File: src/common/host_port_pkg.sv
// package: constants and carriers for the host-to-dsp byte port
package host_port_pkg;
   // host-side register selects (3-bit address)
   localparam logic [2:0] SEL_CONTROL = 3'h0;
   localparam logic [2:0] SEL_CMD_VECTOR = 3'h1;
   localparam logic [2:0] SEL_STATUS = 3'h2;
   localparam logic [2:0] SEL_IRQ_VECTOR = 3'h3;
   localparam logic [2:0] SEL_UNUSED = 3'h4;
   localparam logic [2:0] SEL_TX_HIGH = 3'h5;
   localparam logic [2:0] SEL_TX_MIDDLE = 3'h6;
   localparam logic [2:0] SEL_TX_LOW = 3'h7;
   // host control byte fields
   localparam int CTL_TX_REQ_EN_BIT = 1;
   localparam int CTL_SEMA0_BIT = 3;
   localparam int CTL_MODE0_BIT = 5;
   localparam int CTL_MODE1_BIT = 6;
   localparam int CTL_INIT_BIT = 7;
   // command vector byte fields
   localparam int CMD_PENDING_BIT = 7;
   localparam int CMD_VEC_W = 5;
   // host status byte fields
   localparam int STS_TX_EMPTY_BIT = 1;
   localparam int STS_REQ_BIT = 7;
   // reset values, vectors and sizes
   localparam logic [4:0] CMD_VEC_RESET = 5'h12;
   localparam logic [15:0] RX_IRQ_VECTOR = 16'h0020;
   localparam logic [7:0] IRQ_VEC_RESET = 8'h0F;
   localparam int WORD_W = 24;
   localparam int FIFO_DEPTH = 32;

   typedef struct packed {
      logic [2:0] sel;
      logic [7:0] data;
      logic readNotWrite;
   } host_access_t;

   typedef struct packed {
      logic rxIrq;
      logic cmdIrq;
      logic [15:0] vector;
   } dsp_exception_t;
endpackage : host_port_pkg

File: src/rtl/host_to_dsp_byte_port.sv
// module: host-to-dsp byte port of the parallel host interface
`timescale 1ns/1ps
module host_to_dsp_byte_port
   import host_port_pkg::*;
#(
   parameter int WIDTH = WORD_W,
   parameter int DEPTH = FIFO_DEPTH
) (
   input wire logic clk,
   input wire logic rst_n,
   input wire logic hostEnableStrobe_n,
   input wire logic hostReadWriteSelect,
   input wire logic [2:0] hostRegisterSelect,
   input wire logic [7:0] hostDataIn,
   output logic [7:0] hostDataOut,
   output logic hostDataOe,
   input wire logic hostAcknowledgeStrobe_n,
   output logic hostServiceRequest_n,
   output logic hostServiceRequestOe,
   input wire logic dspEnable,
   input wire logic dspRxIrqEnable,
   input wire logic dspRxRead,
   output logic [WIDTH-1:0] dspRxWord,
   output logic dspRxFullFlag,
   input wire logic dspCmdAccept,
   output host_port_pkg::dsp_exception_t dspException,
   output logic semaphoreFlagZero
);
   import host_port_pkg::*;

   // three byte registers make the word, so no other width can be served
   if (WIDTH != 24) begin : g_bad_width
      $error("word width must be three bytes");
   end

   // ----------------------------------------------------------------
   // strobe capture
   // ----------------------------------------------------------------
   logic strobeDly;
   logic strobeRise;
   logic strobeFall;
   host_access_t acc;
   always_comb begin
      strobeRise = hostEnableStrobe_n && !strobeDly;
      strobeFall = !hostEnableStrobe_n && strobeDly;
      acc.sel = hostRegisterSelect;
      acc.data = hostDataIn;
      acc.readNotWrite = hostReadWriteSelect;
   end

   // ----------------------------------------------------------------
   // host registers and flags
   // ----------------------------------------------------------------
   logic [7:0] txHigh;
   logic [7:0] txMiddle;
   logic [7:0] txLow;
   logic txEmpty;
   logic txReqEn;
   logic [1:0] modeBits;
   logic initBit;
   logic cmdPending;
   logic [CMD_VEC_W-1:0] cmdVector;
   logic [7:0] irqVector;
   logic [7:0] next_txHigh;
   logic [7:0] next_txMiddle;
   logic [7:0] next_txLow;
   logic next_txEmpty;
   logic next_txReqEn;
   logic [1:0] next_modeBits;
   logic next_initBit;
   logic next_cmdPending;
   logic [CMD_VEC_W-1:0] next_cmdVector;
   logic [7:0] next_irqVector;
   logic next_sema;
   logic hostWrite;
   logic fifoInReady;
   logic fifoOutValid;
   logic [WIDTH-1:0] fifoOutData;
   logic pushWord;
   logic popWord;
   logic [7:0] statusByte;
   logic reqActive;

   always_comb begin
      hostWrite = strobeRise && !acc.readNotWrite && dspEnable;
      next_txHigh = txHigh;
      next_txMiddle = txMiddle;
      next_txLow = txLow;
      next_txEmpty = txEmpty;
      next_txReqEn = txReqEn;
      next_modeBits = modeBits;
      next_initBit = 1'b0;
      next_cmdPending = cmdPending;
      next_cmdVector = cmdVector;
      next_irqVector = irqVector;
      next_sema = semaphoreFlagZero;
      pushWord = 1'b0;
      if (hostWrite) begin
         case (acc.sel)
            SEL_CONTROL: begin
               next_txReqEn = acc.data[CTL_TX_REQ_EN_BIT];
               next_sema = acc.data[CTL_SEMA0_BIT];
               next_modeBits = {acc.data[CTL_MODE1_BIT], acc.data[CTL_MODE0_BIT]};
               next_initBit = acc.data[CTL_INIT_BIT];
            end
            SEL_CMD_VECTOR: begin
               next_cmdPending = acc.data[CMD_PENDING_BIT];
               next_cmdVector = acc.data[CMD_VEC_W-1:0];
            end
            SEL_IRQ_VECTOR: next_irqVector = acc.data;
            SEL_TX_HIGH: next_txHigh = acc.data;
            SEL_TX_MIDDLE: next_txMiddle = acc.data;
            SEL_TX_LOW: begin
               next_txLow = acc.data;
               next_txEmpty = 1'b0;
            end
            default: ;
         endcase
      end
      // byte buffer moves on as soon as there is room toward the dsp side
      if (!txEmpty && fifoInReady) begin
         pushWord = 1'b1;
         next_txEmpty = 1'b1;
      end
      if (dspCmdAccept) begin
         next_cmdPending = 1'b0;
      end
      if (initBit) begin
         next_txEmpty = 1'b1;
         next_cmdPending = 1'b0;
      end
   end

   always_ff @(posedge clk or negedge rst_n) begin
      if (!rst_n) begin
         strobeDly <= 1'b1;
         txHigh <= 8'h00;
         txMiddle <= 8'h00;
         txLow <= 8'h00;
         txEmpty <= 1'b1;
         txReqEn <= 1'b0;
         modeBits <= 2'h0;
         initBit <= 1'b0;
         cmdPending <= 1'b0;
         cmdVector <= CMD_VEC_RESET;
         irqVector <= IRQ_VEC_RESET;
         semaphoreFlagZero <= 1'b0;
      end else begin
         strobeDly <= hostEnableStrobe_n;
         txHigh <= next_txHigh;
         txMiddle <= next_txMiddle;
         txLow <= next_txLow;
         txEmpty <= next_txEmpty;
         txReqEn <= next_txReqEn;
         modeBits <= next_modeBits;
         initBit <= next_initBit;
         cmdPending <= next_cmdPending;
         cmdVector <= next_cmdVector;
         irqVector <= next_irqVector;
         semaphoreFlagZero <= next_sema;
      end
   end

   // ----------------------------------------------------------------
   // word buffer toward the dsp side
   // ----------------------------------------------------------------
   word_fifo #(
      .WIDTH(WIDTH),
      .DEPTH(DEPTH)
   ) u_fifo (
      .clk(clk),
      .rst_n(rst_n),
      .inValid(pushWord),
      .inReady(fifoInReady),
      .inData({txHigh, txMiddle, txLow}),
      .outValid(fifoOutValid),
      .outReady(popWord),
      .outData(fifoOutData)
   );

   // ----------------------------------------------------------------
   // dsp receive word, exceptions, host request and host read data
   // ----------------------------------------------------------------
   logic [WIDTH-1:0] next_rxWord;
   logic next_rxFull;
   dsp_exception_t next_exc;
   logic [7:0] next_dataOut;
   logic next_dataOe;
   logic next_req_n;
   logic next_reqOe;

   always_comb begin
      next_rxWord = dspRxWord;
      next_rxFull = dspRxFullFlag;
      popWord = 1'b0;
      if (dspRxRead && dspRxFullFlag) begin
         next_rxFull = 1'b0;
      end
      // receive word refills only after it has been emptied
      if (!dspRxFullFlag && fifoOutValid) begin
         popWord = 1'b1;
         next_rxWord = fifoOutData;
         next_rxFull = 1'b1;
      end
      if (initBit) begin
         next_rxFull = 1'b0;
      end
      next_exc.rxIrq = dspRxIrqEnable && next_rxFull;
      next_exc.cmdIrq = next_cmdPending && modeBits == 2'h0;
      if (next_exc.rxIrq) begin
         next_exc.vector = RX_IRQ_VECTOR;
      end else begin
         next_exc.vector = {10'h000, next_cmdVector, 1'b0};
      end
      // request whenever the byte buffer is empty, request is enabled and dspEnable is high, in any mode; acknowledge low drops it
      reqActive = next_txEmpty && next_txReqEn && dspEnable
         && hostAcknowledgeStrobe_n;
      next_req_n = !reqActive;
      next_reqOe = reqActive;
      statusByte = 8'h00;
      statusByte[STS_TX_EMPTY_BIT] = txEmpty;
      statusByte[STS_REQ_BIT] = !hostServiceRequest_n;
      next_dataOe = hostDataOe;
      next_dataOut = hostDataOut;
      if (strobeFall && acc.readNotWrite && dspEnable) begin
         next_dataOe = 1'b1;
         case (acc.sel)
            SEL_CONTROL: next_dataOut = {initBit, modeBits, 1'b0, semaphoreFlagZero,
               1'b0, txReqEn, 1'b0};
            SEL_CMD_VECTOR: next_dataOut = {cmdPending, 2'h0, cmdVector};
            SEL_STATUS: next_dataOut = statusByte;
            SEL_IRQ_VECTOR: next_dataOut = irqVector;
            SEL_TX_HIGH: next_dataOut = txHigh;
            SEL_TX_MIDDLE: next_dataOut = txMiddle;
            SEL_TX_LOW: next_dataOut = txLow;
            default: next_dataOut = 8'h00;
         endcase
      end else if (strobeRise) begin
         next_dataOe = 1'b0;
      end
   end

   always_ff @(posedge clk or negedge rst_n) begin
      if (!rst_n) begin
         dspRxWord <= '0;
         dspRxFullFlag <= 1'b0;
         dspException <= '0;
         hostDataOut <= 8'h00;
         hostDataOe <= 1'b0;
         hostServiceRequest_n <= 1'b1;
         hostServiceRequestOe <= 1'b0;
      end else begin
         dspRxWord <= next_rxWord;
         dspRxFullFlag <= next_rxFull;
         dspException <= next_exc;
         hostDataOut <= next_dataOut;
         hostDataOe <= next_dataOe;
         hostServiceRequest_n <= next_req_n;
         hostServiceRequestOe <= next_reqOe;
      end
   end

   // ----------------------------------------------------------------
   // checks
   // ----------------------------------------------------------------
   property p_lowClears;
      @(posedge clk) disable iff (!rst_n)
      (hostWrite && acc.sel == SEL_TX_LOW && !initBit) |=> !txEmpty;
   endproperty
   a_lowClears: assert property (p_lowClears) else $error("low byte write did not clear");

   property p_txMoves;
      @(posedge clk) disable iff (!rst_n)
      (!txEmpty && fifoInReady) |=> txEmpty;
   endproperty
   a_txMoves: assert property (p_txMoves) else $error("byte buffer not moved");

   property p_reqGate;
      @(posedge clk) disable iff (!rst_n)
      !txReqEn |-> hostServiceRequest_n && !hostServiceRequestOe;
   endproperty
   a_reqGate: assert property (p_reqGate) else $error("masked request reached pin");

   property p_reqAck;
      @(posedge clk) disable iff (!rst_n)
      !hostAcknowledgeStrobe_n |=> hostServiceRequest_n && !hostServiceRequestOe;
   endproperty
   a_reqAck: assert property (p_reqAck) else $error("request held during acknowledge");

   property p_reqAsserts;
      @(posedge clk) disable iff (!rst_n)
      (txEmpty && txReqEn && dspEnable && hostAcknowledgeStrobe_n && !hostWrite)
         |=> !hostServiceRequest_n;
   endproperty
   a_reqAsserts: assert property (p_reqAsserts) else $error("request not raised");

   property p_rxLoad;
      @(posedge clk) disable iff (!rst_n)
      (!dspRxFullFlag && fifoOutValid && !initBit) |=> dspRxFullFlag
         && dspRxWord == $past(fifoOutData);
   endproperty
   a_rxLoad: assert property (p_rxLoad) else $error("receive word not loaded");

   property p_rxClear;
      @(posedge clk) disable iff (!rst_n)
      (dspRxRead && dspRxFullFlag) |=> !dspRxFullFlag;
   endproperty
   a_rxClear: assert property (p_rxClear) else $error("receive flag not cleared");

   property p_rxIrq;
      @(posedge clk) disable iff (!rst_n)
      dspException.rxIrq |-> dspException.vector == RX_IRQ_VECTOR && dspRxFullFlag;
   endproperty
   a_rxIrq: assert property (p_rxIrq) else $error("receive exception wrong");

   property p_cmdVec;
      @(posedge clk) disable iff (!rst_n)
      (dspException.cmdIrq && !dspException.rxIrq)
         |-> dspException.vector == {10'h000, cmdVector, 1'b0};
   endproperty
   a_cmdVec: assert property (p_cmdVec) else $error("command vector not doubled");

   property p_cmdAccept;
      @(posedge clk) disable iff (!rst_n)
      dspCmdAccept |=> !cmdPending;
   endproperty
   a_cmdAccept: assert property (p_cmdAccept) else $error("command bit not cleared");

   property p_initSelfClear;
      @(posedge clk) disable iff (!rst_n)
      initBit |=> !initBit ##0 txEmpty;
   endproperty
   a_initSelfClear: assert property (p_initSelfClear) else $error("init not executed");
endmodule : host_to_dsp_byte_port

File: src/rtl/word_fifo.sv
// module: synchronous valid/ready fifo
`timescale 1ns/1ps
module word_fifo #(
   parameter int WIDTH = 24,
   parameter int DEPTH = 32
) (
   input wire logic clk,
   input wire logic rst_n,
   input wire logic inValid,
   output logic inReady,
   input wire logic [WIDTH-1:0] inData,
   output logic outValid,
   input wire logic outReady,
   output logic [WIDTH-1:0] outData
);
   localparam int AW = $clog2(DEPTH);
   // pointer wrap relies on a power-of-two depth
   if (DEPTH < 2 || (1 << AW) != DEPTH) begin : g_bad_depth
      $error("word_fifo depth must be a power of two");
   end
   logic [WIDTH-1:0] mem [DEPTH];
   logic [AW:0] wrPtr;
   logic [AW:0] rdPtr;
   logic [AW:0] next_wrPtr;
   logic [AW:0] next_rdPtr;
   logic doWrite;
   logic doRead;

   always_comb begin
      inReady = (wrPtr - rdPtr) != (AW + 1)'(DEPTH);
      outValid = wrPtr != rdPtr;
      outData = mem[rdPtr[AW-1:0]];
      doWrite = inValid && inReady;
      doRead = outValid && outReady;
      next_wrPtr = wrPtr + (AW + 1)'(doWrite);
      next_rdPtr = rdPtr + (AW + 1)'(doRead);
   end

   always_ff @(posedge clk or negedge rst_n) begin
      if (!rst_n) begin
         wrPtr <= '0;
         rdPtr <= '0;
      end else begin
         wrPtr <= next_wrPtr;
         rdPtr <= next_rdPtr;
      end
   end

   always_ff @(posedge clk) begin
      if (doWrite) begin
         mem[wrPtr[AW-1:0]] <= inData;
      end
   end
endmodule : word_fifo

File: config.mk
export PLATFORM = sky130hd
export DESIGN_NAME = host_to_dsp_byte_port
export DESIGN_NICKNAME = d
export VERILOG_FILES = /design/src/common/host_port_pkg.sv /design/src/rtl/host_to_dsp_byte_port.sv /design/src/rtl/word_fifo.sv
export SDC_FILE = /design/constraint.sdc
export NUM_CORES = 1
export LEC_CHECK = 0
export ABC_CLOCK_PERIOD_IN_PS = 4800
export BUFFER_PORTS_ARGS = -buffer_cell sky130_fd_sc_hd__buf_2
export CORE_MARGIN = 3
export CORE_UTILIZATION = 45
export CTS_CLUSTER_DIAMETER = 120
export DETAILED_ROUTE_END_ITERATION = 12
export SLEW_MARGIN = 10
export SYNTH_ARGS = -nofsm -noshare
export SYNTH_HDL_FRONTEND = slang
export SYNTH_SLANG_ARGS = --single-unit
File: constraint.sdc
create_clock -name clk -period 4.8 [get_ports clk]
set_input_delay 0.96 -clock clk [delete_from_list [all_inputs] [get_ports clk]]
set_output_delay 0.96 -clock clk [all_outputs]
set_load 0.1 [all_outputs]
==> results of run 1 <==
-- layout by cell type (no fill, tap or decap), types with 5 or more instances in the layout --
cell type and instances:
edfxtp_1 768, mux2i_1 149, mux4_2 121, a21oi_1 103
nand2_1 91, clkbuf_16 87, dfrtp_1 83, buf_4 80
buf_2 62, o22ai_1 49, nor2_1 34, mux2_1 32
o31ai_1 29, nor2_2 26, a211o_1 25, clkbuf_1 25
a2111oi_2 24, mux2_2 18, inv_1 17, clkinv_2 14
clkinv_1 13, conb_1 11, o2111ai_1 9, nor3_2 9
ha_1 9, clkbuf_8 9, dfstp_2 9, nor2b_1 7
xnor2_1 6, dfrtp_2 6, inv_2 5, nand3_1 5
a221oi_1 5, o21ai_0 5, buf_12 5
-- kinds of logic after synthesis --
group / synth area share, %
mux: 14.0
compound gates: 5.55
fa+ha+maj: 0.331
xor+xnor: 0.257
buf+inv: 2.14
other cells: 0.0110
flops: 75.2
simple gates: 2.49
-- state kept, by name, summed over array words and instances, names as in the netlist, 2 cells and up --
register      flops
txLow             8
hostDataOut       8
cmdVector         5
dspRxWord        24
txMiddle          8
txHigh            8
modeBits          2
u_fifo.wrPtr      6
u_fifo.rdPtr      6
dspException      7
u_fifo.mem      768
irqVector         8
-- worst max-delay path: cells and delay by family (launching register included) --
| kind | cells | cell delay [ps] |
|---|---|---|
| AOI/OAI and AO/OA | 2 | 1170 |
| buffers and inverters | 2 | 480 |
| and+or+nand+nor | 2 | 410 |
| DFF | 1 | 820 |
| adders and majority gates | 1 | 350 |
-- power groups by stage --
| stage | Combinational [uW] | Sequential, uW | Clock [uW] |
|---|---|---|---|
| finish | 6700 | 9080 | 6250 |
| global route | 7110 | 9120 | 6700 |
| CTS | 6750 | 9090 | 6370 |
| detailed placement | 6730 | 9250 | 0 |
| global placement | 6680 | 9240 | 0 |
| floorplan | 3930 | 9930 | 0 |
-- area by class of cell --
cell class	count	area share, %
Sequential cell	868	66.7
Multi-Input combinational cell	810	20.5
Clock buffer	121	6.24
Tap cell	969	3.16
Timing Repair Buffer	147	2.63
Clock inverter	33	0.538
Inverter	22	0.215
Antenna cell	1	0.00652
-- metrics by stage --
| step | hold WS (ps) | setup WS [ps] | total power (uW) | utilization, % |
|---|---|---|---|---|
| finish | 226 | 1190 | 22000 | 51.4 |
| global route | 211 | 1030 | 22900 | 51.4 |
| CTS | 196 | 1120 | 22200 | 51.4 |
| detailed placement | 474 | 1160 | 16000 | 47.9 |
| global placement | 471 | 1220 | 15900 | 47.9 |
| floorplan | 459 | 504 | 13900 | - |
-- how the worst min path moves through the flow --
stage                                     from                          to  slack, ps  cells after the start
finish                                   rst_n     txMiddle[0]$_DFFE_PN0P_        230                      1
floorplan             irqVector[7]$_DFFE_PN0P_    irqVector[7]$_DFFE_PN0P_        460                      1
global placement      irqVector[7]$_DFFE_PN0P_    irqVector[7]$_DFFE_PN0P_        470                      1
global route                             rst_n      cmdVector[2]$_DFF_PN0_        210                      1
CTS                                      rst_n     txMiddle[0]$_DFFE_PN0P_        200                      1
detailed placement  hostDataOut[4]$_DFFE_PN0P_  hostDataOut[4]$_DFFE_PN0P_        470                      2
-- routing by layer --
layer / GRT usage [%] / wire length (um) / up-vias
met5: 0 / 18 / -
met3: 5.45 / 6470 / 123
met1: 31.4 / 36600 / 9139
met2: 31.6 / 37700 / 627
li1: - / - / 7507
met4: 6.64 / 2520 / 2
==> impl_metrics.json, run 1 <==
{
  "fin_skew_ps": 17.2,
  "pwr-share-comb_pct": 30.4,
  "setup_viol": 0,
  "cts_hold_buf": 0,
  "switching_share_pct": 34.6,
  "grt_pass1_wl_um": 122000,
  "gp_congestion": 0.841,
  "insertion_delay_ps": 630,
  "dieWidth_um": 281,
  "wl_per_cell_um": 28.1,
  "rows": 100,
  "status": "completed",
  "synth_edf_count": 768,
  "multi_input_comb_area_um2": 7870,
  "worst_slew_pin_slew_ps": 951,
  "cts_tree": "done",
  "setup.worst_path.start": "u_fifo.rdPtr[1]$_DFF_PN0_",
  "grt.total_usage_pct": 21.4,
  "nNetsFinal": 1963,
  "final_layout_size_suffix_gt1_share_pct": 24.4,
  "worstRegToRegCells": 7,
  "netlist_top_cells_count": "edfxtp_1 (768), mux2i_1 (149), mux4_2 (121)",
  "path_cells": "inv_2, ha_1, nor2b_1, o311ai_2, o2111ai_1, nor3_2, buf_4",
  "cts_buffers": 85,
  "final_antenna_net_count": 0,
  "cts.sinks": 868,
  "crit_path_end_kind": "flip-flop",
  "core_um2": 74700,
  "fillers": 5965,
  "synth_area_leaders": "edfxtp_1 (68%), mux4_2 (8.0%), dfrtp_1 (6.7%), mux2i_1 (4.4%), a21oi_1 (1.5%)",
  "wirelength_um": 83300,
  "irDropWorstVdd_uv": 348,
  "htreeDepth": 3,
  "slowest_stage": "dfrtp_4",
  "vias_per_cell": 5.86,
  "grt_pass1_vias": 17600,
  "crit_required_ps": 5080,
  "r2r_slack_ps": 1190,
  "synthCells": 1800,
  "tns_ps": 0,
  "synth_seq_cells": 868,
  "crit_type": "reg -> reg",
  "reg2reg_from": "u_fifo.rdPtr[1]$_DFF_PN0_",
  "synth_top_area_share_pct": 67.8,
  "intPower_uw": 14400,
  "drt-initial-drc-count": 1836,
  "ys_warn_count": 0,
  "synth_cell_types": 53,
  "overflow": 0,
  "drc": 0,
  "layout-area-overhead-vs-synth_pct": 12.8,
  "power.share.clock_pct": 28.4,
  "clk_path_buf_depth": 3,
  "dp_cells": 2816,
  "worstPathArrival_ps": 3890,
  "initial_core_util_pct": 45.5,
  "fin_area_um2": 38400,
  "path_clk_slew_ps": 60,
  "cp_max_fo": 39,
  "yosysSeqAreaShare_pct": 75.2,
  "crit_path_end": "u_fifo.mem[7][5]$_DFFE_PP_",
  "avgSynthCellArea_um2": 18.9,
  "ff_latch_area_um2": 25600,
  "power_per_cell_area_nw_per_um2": 574,
  "stdcell_count": 2971,
  "firstDrtPassIters": 5,
  "synthArstFlopShare_pct": 11.5,
  "dpl.hpwl_um": 49900,
  "cts_root_buffer": "clkbuf_16",
  "die_height_um": 281,
  "yosys.area.top_type": "edfxtp_1",
  "die_area_um2": 78900,
  "slew_headroom_pct": 36.5,
  "rsz0062_at_grt": "false",
  "syn_area_um2": 34000,
  "max_freq_ghz": 0.277,
  "postCtsSetupBuffers": 0,
  "antenna_found_initial": 3,
  "vias": 17400,
  "place_area_um2": 35800,
  "switchingPower_uw": 7620,
  "grt_max_degree": 51,
  "hold_class": "in -> async",
  "ys.flop_type": "edfxtp_1",
  "period_needed_ps": 3610,
  "post-synth-top-count-cell": "edfxtp_1",
  "r2r-end": "u_fifo.mem[7][5]$_DFFE_PP_",
  "port_buffers": 63,
  "p_leak_uw": 0.0134,
  "cp-start-kind": "flip-flop",
  "slew_violations": 0,
  "pin_count": 75,
  "cts_resized": 0,
  "maxCapViolCount": 0,
  "seqPwrFrac_pct": 41.2,
  "max_stage_delay_ps": 820,
  "period_share_pct": 75.3,
  "hold_viol_final": 0
}
No activity file was read; power rests on OpenSTA's default activity.
==> inputs of run 2 (changes only) <==
--- a/config.mk
+++ b/config.mk
@@ -5,7 +5,7 @@
 export SDC_FILE = /design/constraint.sdc
 export NUM_CORES = 1
 export LEC_CHECK = 0
-export ABC_CLOCK_PERIOD_IN_PS = 4800
+export ABC_CLOCK_PERIOD_IN_PS = 3040
 export BUFFER_PORTS_ARGS = -buffer_cell sky130_fd_sc_hd__buf_2
 export CORE_MARGIN = 3
 export CORE_UTILIZATION = 45
==> constraint.sdc (replaced) <==
create_clock -name clk -period 3.04 [get_ports clk]
set_input_delay 0.608 -clock clk [delete_from_list [all_inputs] [get_ports clk]]
set_output_delay 0.608 -clock clk [all_outputs]
set_load 0.1 [all_outputs]
==> run 2 against run 1 <==
Sequential cell count stayed put; hold slack got worse by 140 ps; worst setup slack lost 1100 ps; sequential power rose by 56%; combinational power is 69% higher; count of clock-buffer cells in the layout rose by 2; clock power up 73%; sequential share of layout area is 1.7 points lower; die area unchanged; global-route usage increased by 0.60 points; wire length up 2.9%; largest power group unchanged.
==> impl_metrics.json, run 2 (same netlist as run 1, synthesis figures left out) <==
{
  "layout-area-overhead-vs-synth_pct": 15.8,
  "drt-initial-drc-count": 1839,
  "intPower_uw": 23800,
  "power_per_cell_area_nw_per_um2": 920,
  "period_needed_ps": 2990,
  "final_antenna_net_count": 0,
  "pin_count": 75,
  "maxCapViolCount": 0,
  "nNetsFinal": 1978,
  "slew_violations": 0,
  "path_clk_slew_ps": 60,
  "dieWidth_um": 281,
  "firstDrtPassIters": 5,
  "preCtsSetupSlack_ps": 13.4,
  "hold_start": "hostEnableStrobe_n",
  "mostFrequentLayoutCells": "edfxtp_1 (768), mux2i_1 (149), mux4_2 (121), a21oi_1 (103), nand2_1 (91)",
  "period_share_pct": 98.4,
  "core_um2": 74700,
  "highest_layer": "met4",
  "grt_pass1_wl_um": 124000,
  "worst_slew_pin_slew_ps": 994,
  "max_freq_ghz": 0.334,
  "clk_path_buf_depth": 3,
  "hold_slack_ps": 83.0,
  "rows": 100,
  "htreeDepth": 3,
  "largest_reg_flops": 768,
  "dr_wl_met2_um": 39600,
  "wirelength_um": 85800,
  "fillers": 5837,
  "grt.total_usage_pct": 22.0,
  "final_layout_size_suffix_gt1_share_pct": 26.2,
  "hold_viol_final": 0,
  "setup_viol": 0,
  "cp-start-kind": "flip-flop",
  "seqPwrFrac_pct": 39.2,
  "reg2reg_from": "u_fifo.rdPtr[1]$_DFF_PN0_",
  "dp_cells": 2827,
  "cts.sinks": 868,
  "drc": 0,
  "crit_required_ps": 3300,
  "stdcell_count": 2990,
  "antenna_cells": 0,
  "status": "completed",
  "fin_ws_ps": 47.7,
  "wl_per_cell_um": 28.7,
  "crit_type": "reg -> reg",
  "dr_wl_met3_um": 6050,
  "gp_congestion": 0.838,
  "vias_per_cell": 5.88,
  "switching_share_pct": 34.4,
  "initial_core_util_pct": 45.5,
  "cts_root_buffer": "clkbuf_16",
  "overflow": 0,
  "grt_max_degree": 57,
  "slew_headroom_pct": 33.7,
  "die_height_um": 281,
  "switchingPower_uw": 12500,
  "dpl.hpwl_um": 51100,
  "power.share.clock_pct": 29.7,
  "mostFrequentLayoutCell": "edfxtp_1",
  "cts_tree": "done",
  "cp_max_fo": 24,
  "vias": 17600,
  "setup.worst_path.start": "u_fifo.rdPtr[1]$_DFF_PN0_",
  "antenna_found_initial": 1,
  "cts_buffers": 87,
  "insertion_delay_ps": 640,
  "die_area_um2": 78900,
  "postCtsSetupBuffers": 0,
  "drt-met1-wl_um": 37900,
  "fin_skew_ps": 23.2,
  "grt_pass1_vias": 17600,
  "p_leak_uw": 0.0136,
  "port_buffers": 63,
  "irDropWorstVdd_uv": 621,
  "crit_path_end_kind": "flip-flop",
  "hold_class": "in -> reg",
  "pwr-share-comb_pct": 31.1,
  "rsz0062_at_grt": "true",
  "worstPathArrival_ps": 3250
}
==> run 2: final timing paths <==
| kind | to | slack (ps) | cells after the start |
|---|---|---|---|
| setup / recovery | u_fifo.mem[10][16]$_DFFE_PP_ | 50 | 7 |
| hold / removal | strobeDly$_DFF_PN1_ | 80 | 1 |
| setup reg to reg | u_fifo.mem[10][16]$_DFFE_PP_ | 50 | 7 |
| hold reg to reg | hostDataOut[3]$_DFFE_PN0P_ | 490 | 2 |
| max in group asynchronous | dspRxWord[7]$_DFFE_PN0P_ | 1830 | 3 |
| min in group asynchronous | txHigh[7]$_DFFE_PN0P_ | 480 | 2 |
==> run 2: power groups by stage <==
stage          Clock, uW  Combinational (uW)  Sequential (uW)
6_report           10800               11300            14200
5_1_grt            11500               11900            14300
4_1_cts            10900               11300            14200
3_5_place_dp           0               11300            14500
3_3_place_gp           0               11200            14500
2_1_floorplan          0                6370            15700
==> run 2: what timing repair did <==
| item | in CTS | in global routing |
|---|---|---|
| hold buffers | 1 | 0 |
| endpoints found under the setup margin | 35 | 72 |
| cloned | 0 | 1 |
| gates resized for setup | 0 | 2 |
| hold endpoints to repair | 30 | 0 |
| pin swaps | 1 | 0 |
==> run 2: critical path: stages (launching register included) <==
cell       delay, ps
dfrtp_4          500
inv_4             80
ha_4             190
nor2b_4          130
o311ai_4         510
buf_12           220
o2111ai_4        240
nor2_4           720
==> run 2: through the flow <==
| stage | TNS [ps] | util (%) | power [uW] | instance area [um2] |
|---|---|---|---|---|
| after CTS | 0 | 52.7 | 36500 | 39400 |
| final | 0 | 52.8 | 36300 | 39400 |
| after global placement | 0 | 48.9 | 25700 | 36500 |
| after detailed placement | 0 | 48.9 | 25800 | 36500 |
| after global routing | -3660 | 52.8 | 37600 | 39400 |
| after floorplan | -20150 | - | 22100 | 34500 |
==> run 2: layer usage <==
layer | global-route usage, % | vias to the layer above
li1 | - | 7535
met1 | 33.2 | 9314
met4 | 5.91 | 0
met2 | 33.2 | 639
met3 | 3.92 | 107
met5 | 0 | -
==> run 2: area by class of cell <==
class | instances | area, um2 | share of cell area, %
Inverter | 22 | 85.1 | 0.216
Multi-Input combinational cell | 811 | 8250 | 20.9
Tap cell | 969 | 1210 | 3.08
Clock inverter | 38 | 443 | 1.12
Clock buffer | 123 | 2430 | 6.18
Timing Repair Buffer | 159 | 1390 | 3.53
Sequential cell | 868 | 25600 | 65.0
==> inputs of run 3 (changes only) <==
--- a/config.mk
+++ b/config.mk
@@ -7,10 +7,12 @@
 export LEC_CHECK = 0
 export ABC_CLOCK_PERIOD_IN_PS = 3040
 export BUFFER_PORTS_ARGS = -buffer_cell sky130_fd_sc_hd__buf_2
+export CORE_ASPECT_RATIO = 0.8
 export CORE_MARGIN = 3
 export CORE_UTILIZATION = 45
 export CTS_CLUSTER_DIAMETER = 120
 export DETAILED_ROUTE_END_ITERATION = 12
+export GPL_ROUTABILITY_DRIVEN = 0
 export SLEW_MARGIN = 10
 export SYNTH_ARGS = -nofsm -noshare
 export SYNTH_HDL_FRONTEND = slang
==> run 3 against run 2 <==
Sequential share of layout area up 0.087 points; non-clock buffer count up 2; design area down 0.18%; critical endpoint is now u_fifo.mem[13][3]$_DFFE_PP_; largest cell class unchanged.
==> impl_metrics.json, run 3 (same netlist as run 1, synthesis figures left out) <==
{
  "cts_root_buffer": "clkbuf_16",
  "nNetsFinal": 1976,
  "mostFrequentLayoutCells": "edfxtp_1 (768), mux2i_1 (149), mux4_2 (121), a21oi_1 (103), nand2_1 (91)",
  "crit_family": "simple AND/OR/NAND/NOR gates",
  "slowest_stage": "nor2_4",
  "fillers": 5801,
  "cts.sinks": 868,
  "grt.total_usage_pct": 21.0,
  "vias": 17400,
  "postCtsSetupBuffers": 0,
  "vias_per_cell": 5.75,
  "path_cells": "inv_4, ha_4, nor2b_4, o21ai_0, o311ai_4, buf_12, o2111ai_4, nor2_4",
  "crit_type": "reg -> reg",
  "max_stage_delay_ps": 860,
  "insertion_delay_ps": 630,
  "port_buffers": 63,
  "reg2reg_from": "u_fifo.rdPtr[1]$_DFF_PN0_",
  "firstDrtPassIters": 5,
  "hold_slack_ps": 98.1,
  "cts_resized": 0,
  "slew_headroom_pct": 18.3,
  "fin_skew_ps": 15.2,
  "mostFrequentLayoutCell": "edfxtp_1",
  "grt_max_degree": 71,
  "worstSetupPathDepth": 8,
  "fin_area_um2": 39300,
  "maxCapViolCount": 0,
  "antenna_found_initial": 4,
  "largest_reg_flops": 768,
  "cts_buffers": 84,
  "path_clk_slew_ps": 60,
  "grt_pass1_vias": 17600,
  "path_buf_inv": 2,
  "wirelength_um": 82700,
  "hold_start": "hostEnableStrobe_n",
  "overflow": 0,
  "r2r-end": "u_fifo.mem[13][3]$_DFFE_PP_",
  "setup.worst_path.start": "u_fifo.rdPtr[1]$_DFF_PN0_",
  "period_share_pct": 95.4,
  "clk_path_buf_depth": 3,
  "stdcell_count": 3020,
  "dpl.hpwl_um": 49000,
  "initial_core_util_pct": 45.8,
  "hold_end": "strobeDly$_DFF_PN1_",
  "die_height_um": 252,
  "slew_violations": 0,
  "die_area_um2": 79000,
  "htreeDepth": 3,
  "final_util_pct": 53.0,
  "cp_max_fo": 24,
  "hold_viol_final": 0,
  "irDropWorstVdd_uv": 634,
  "tns_ps": 0,
  "rsz0062_at_grt": "false",
  "final_layout_size_suffix_gt1_share_pct": 25.9,
  "worstRegToRegCells": 8,
  "cts_tree": "done",
  "drt-initial-drc-count": 1775,
  "r2r_slack_ps": 140,
  "core_um2": 74300,
  "setup_viol": 0,
  "dp_cells": 2861,
  "max_freq_ghz": 0.345,
  "rows": 89,
  "crit_required_ps": 3280,
  "period_needed_ps": 2900,
  "min_path_cells": 1,
  "hold_class": "in -> reg",
  "p_leak_uw": 0.0136,
  "power_per_cell_area_nw_per_um2": 910,
  "wl_per_cell_um": 27.4,
  "crit_path_end_kind": "flip-flop",
  "layout-area-overhead-vs-synth_pct": 15.6,
  "final_antenna_net_count": 0,
  "worst_slew_pin_slew_ps": 1230,
  "grt_pass1_wl_um": 121000,
  "cp-start-kind": "flip-flop",
  "dieWidth_um": 313,
  "place_area_um2": 36500,
  "worstPathArrival_ps": 3140,
  "drc": 0,
  "status": "completed",
  "pin_count": 75
}
-- run 3: power breakdown --
part	internal (uW)	total, uW	switching (uW)	leakage [uW]
combinational	3900	11000	7100	0.00392
sequential	13600	14100	455	0.00831
clock	6320	10700	4420	0.00138
-- run 3: worst max-delay path by stage --
stage                                  endpoint
floorplan           u_fifo.mem[16][0]$_DFFE_PP_
global placement    u_fifo.mem[8][22]$_DFFE_PP_
detailed placement  u_fifo.mem[8][21]$_DFFE_PP_
CTS                 u_fifo.mem[8][17]$_DFFE_PP_
global route        u_fifo.mem[8][17]$_DFFE_PP_
finish              u_fifo.mem[13][3]$_DFFE_PP_
-- run 3: layout make-up --
cell class	count	area, um2	share of cell area (%)
sequential	868	25600	65.0
clock inverter	50	577	1.47
multi-input combinational	810	8230	20.9
timing repair buffer	161	1340	3.42
inverter	22	85.1	0.216
antenna	1	2.50	0.00636
clock buffer	107	2260	5.75
tap	1001	1250	3.18
-- run 3: per-stage QoR --
step | worst slack [ps] | total power [uW]
after floorplan | -130 | 22100
after global placement | 138 | 25300
after detailed placement | 102 | 25400
after CTS | 90.0 | 36100
after global routing | 12.5 | 37200
final | 140 | 35800
-- run 3: timing repair --
item | 4_1_cts | 5_1_grt
endpoints found under the setup margin | 0 | 12
hold buffers | 1 | 0
hold endpoints to repair | 32 | 0
-- run 3: layer usage --
| metal | GRT usage, % | vias to the layer above | routed length, um |
|---|---|---|---|
| met5 | 0 | - | 27 |
| met4 | 5.57 | 4 | 1820 |
| met3 | 4.27 | 107 | 5880 |
| met2 | 31.5 | 560 | 37200 |
| met1 | 31.7 | 9136 | 37800 |
| li1 | - | 7552 | - |
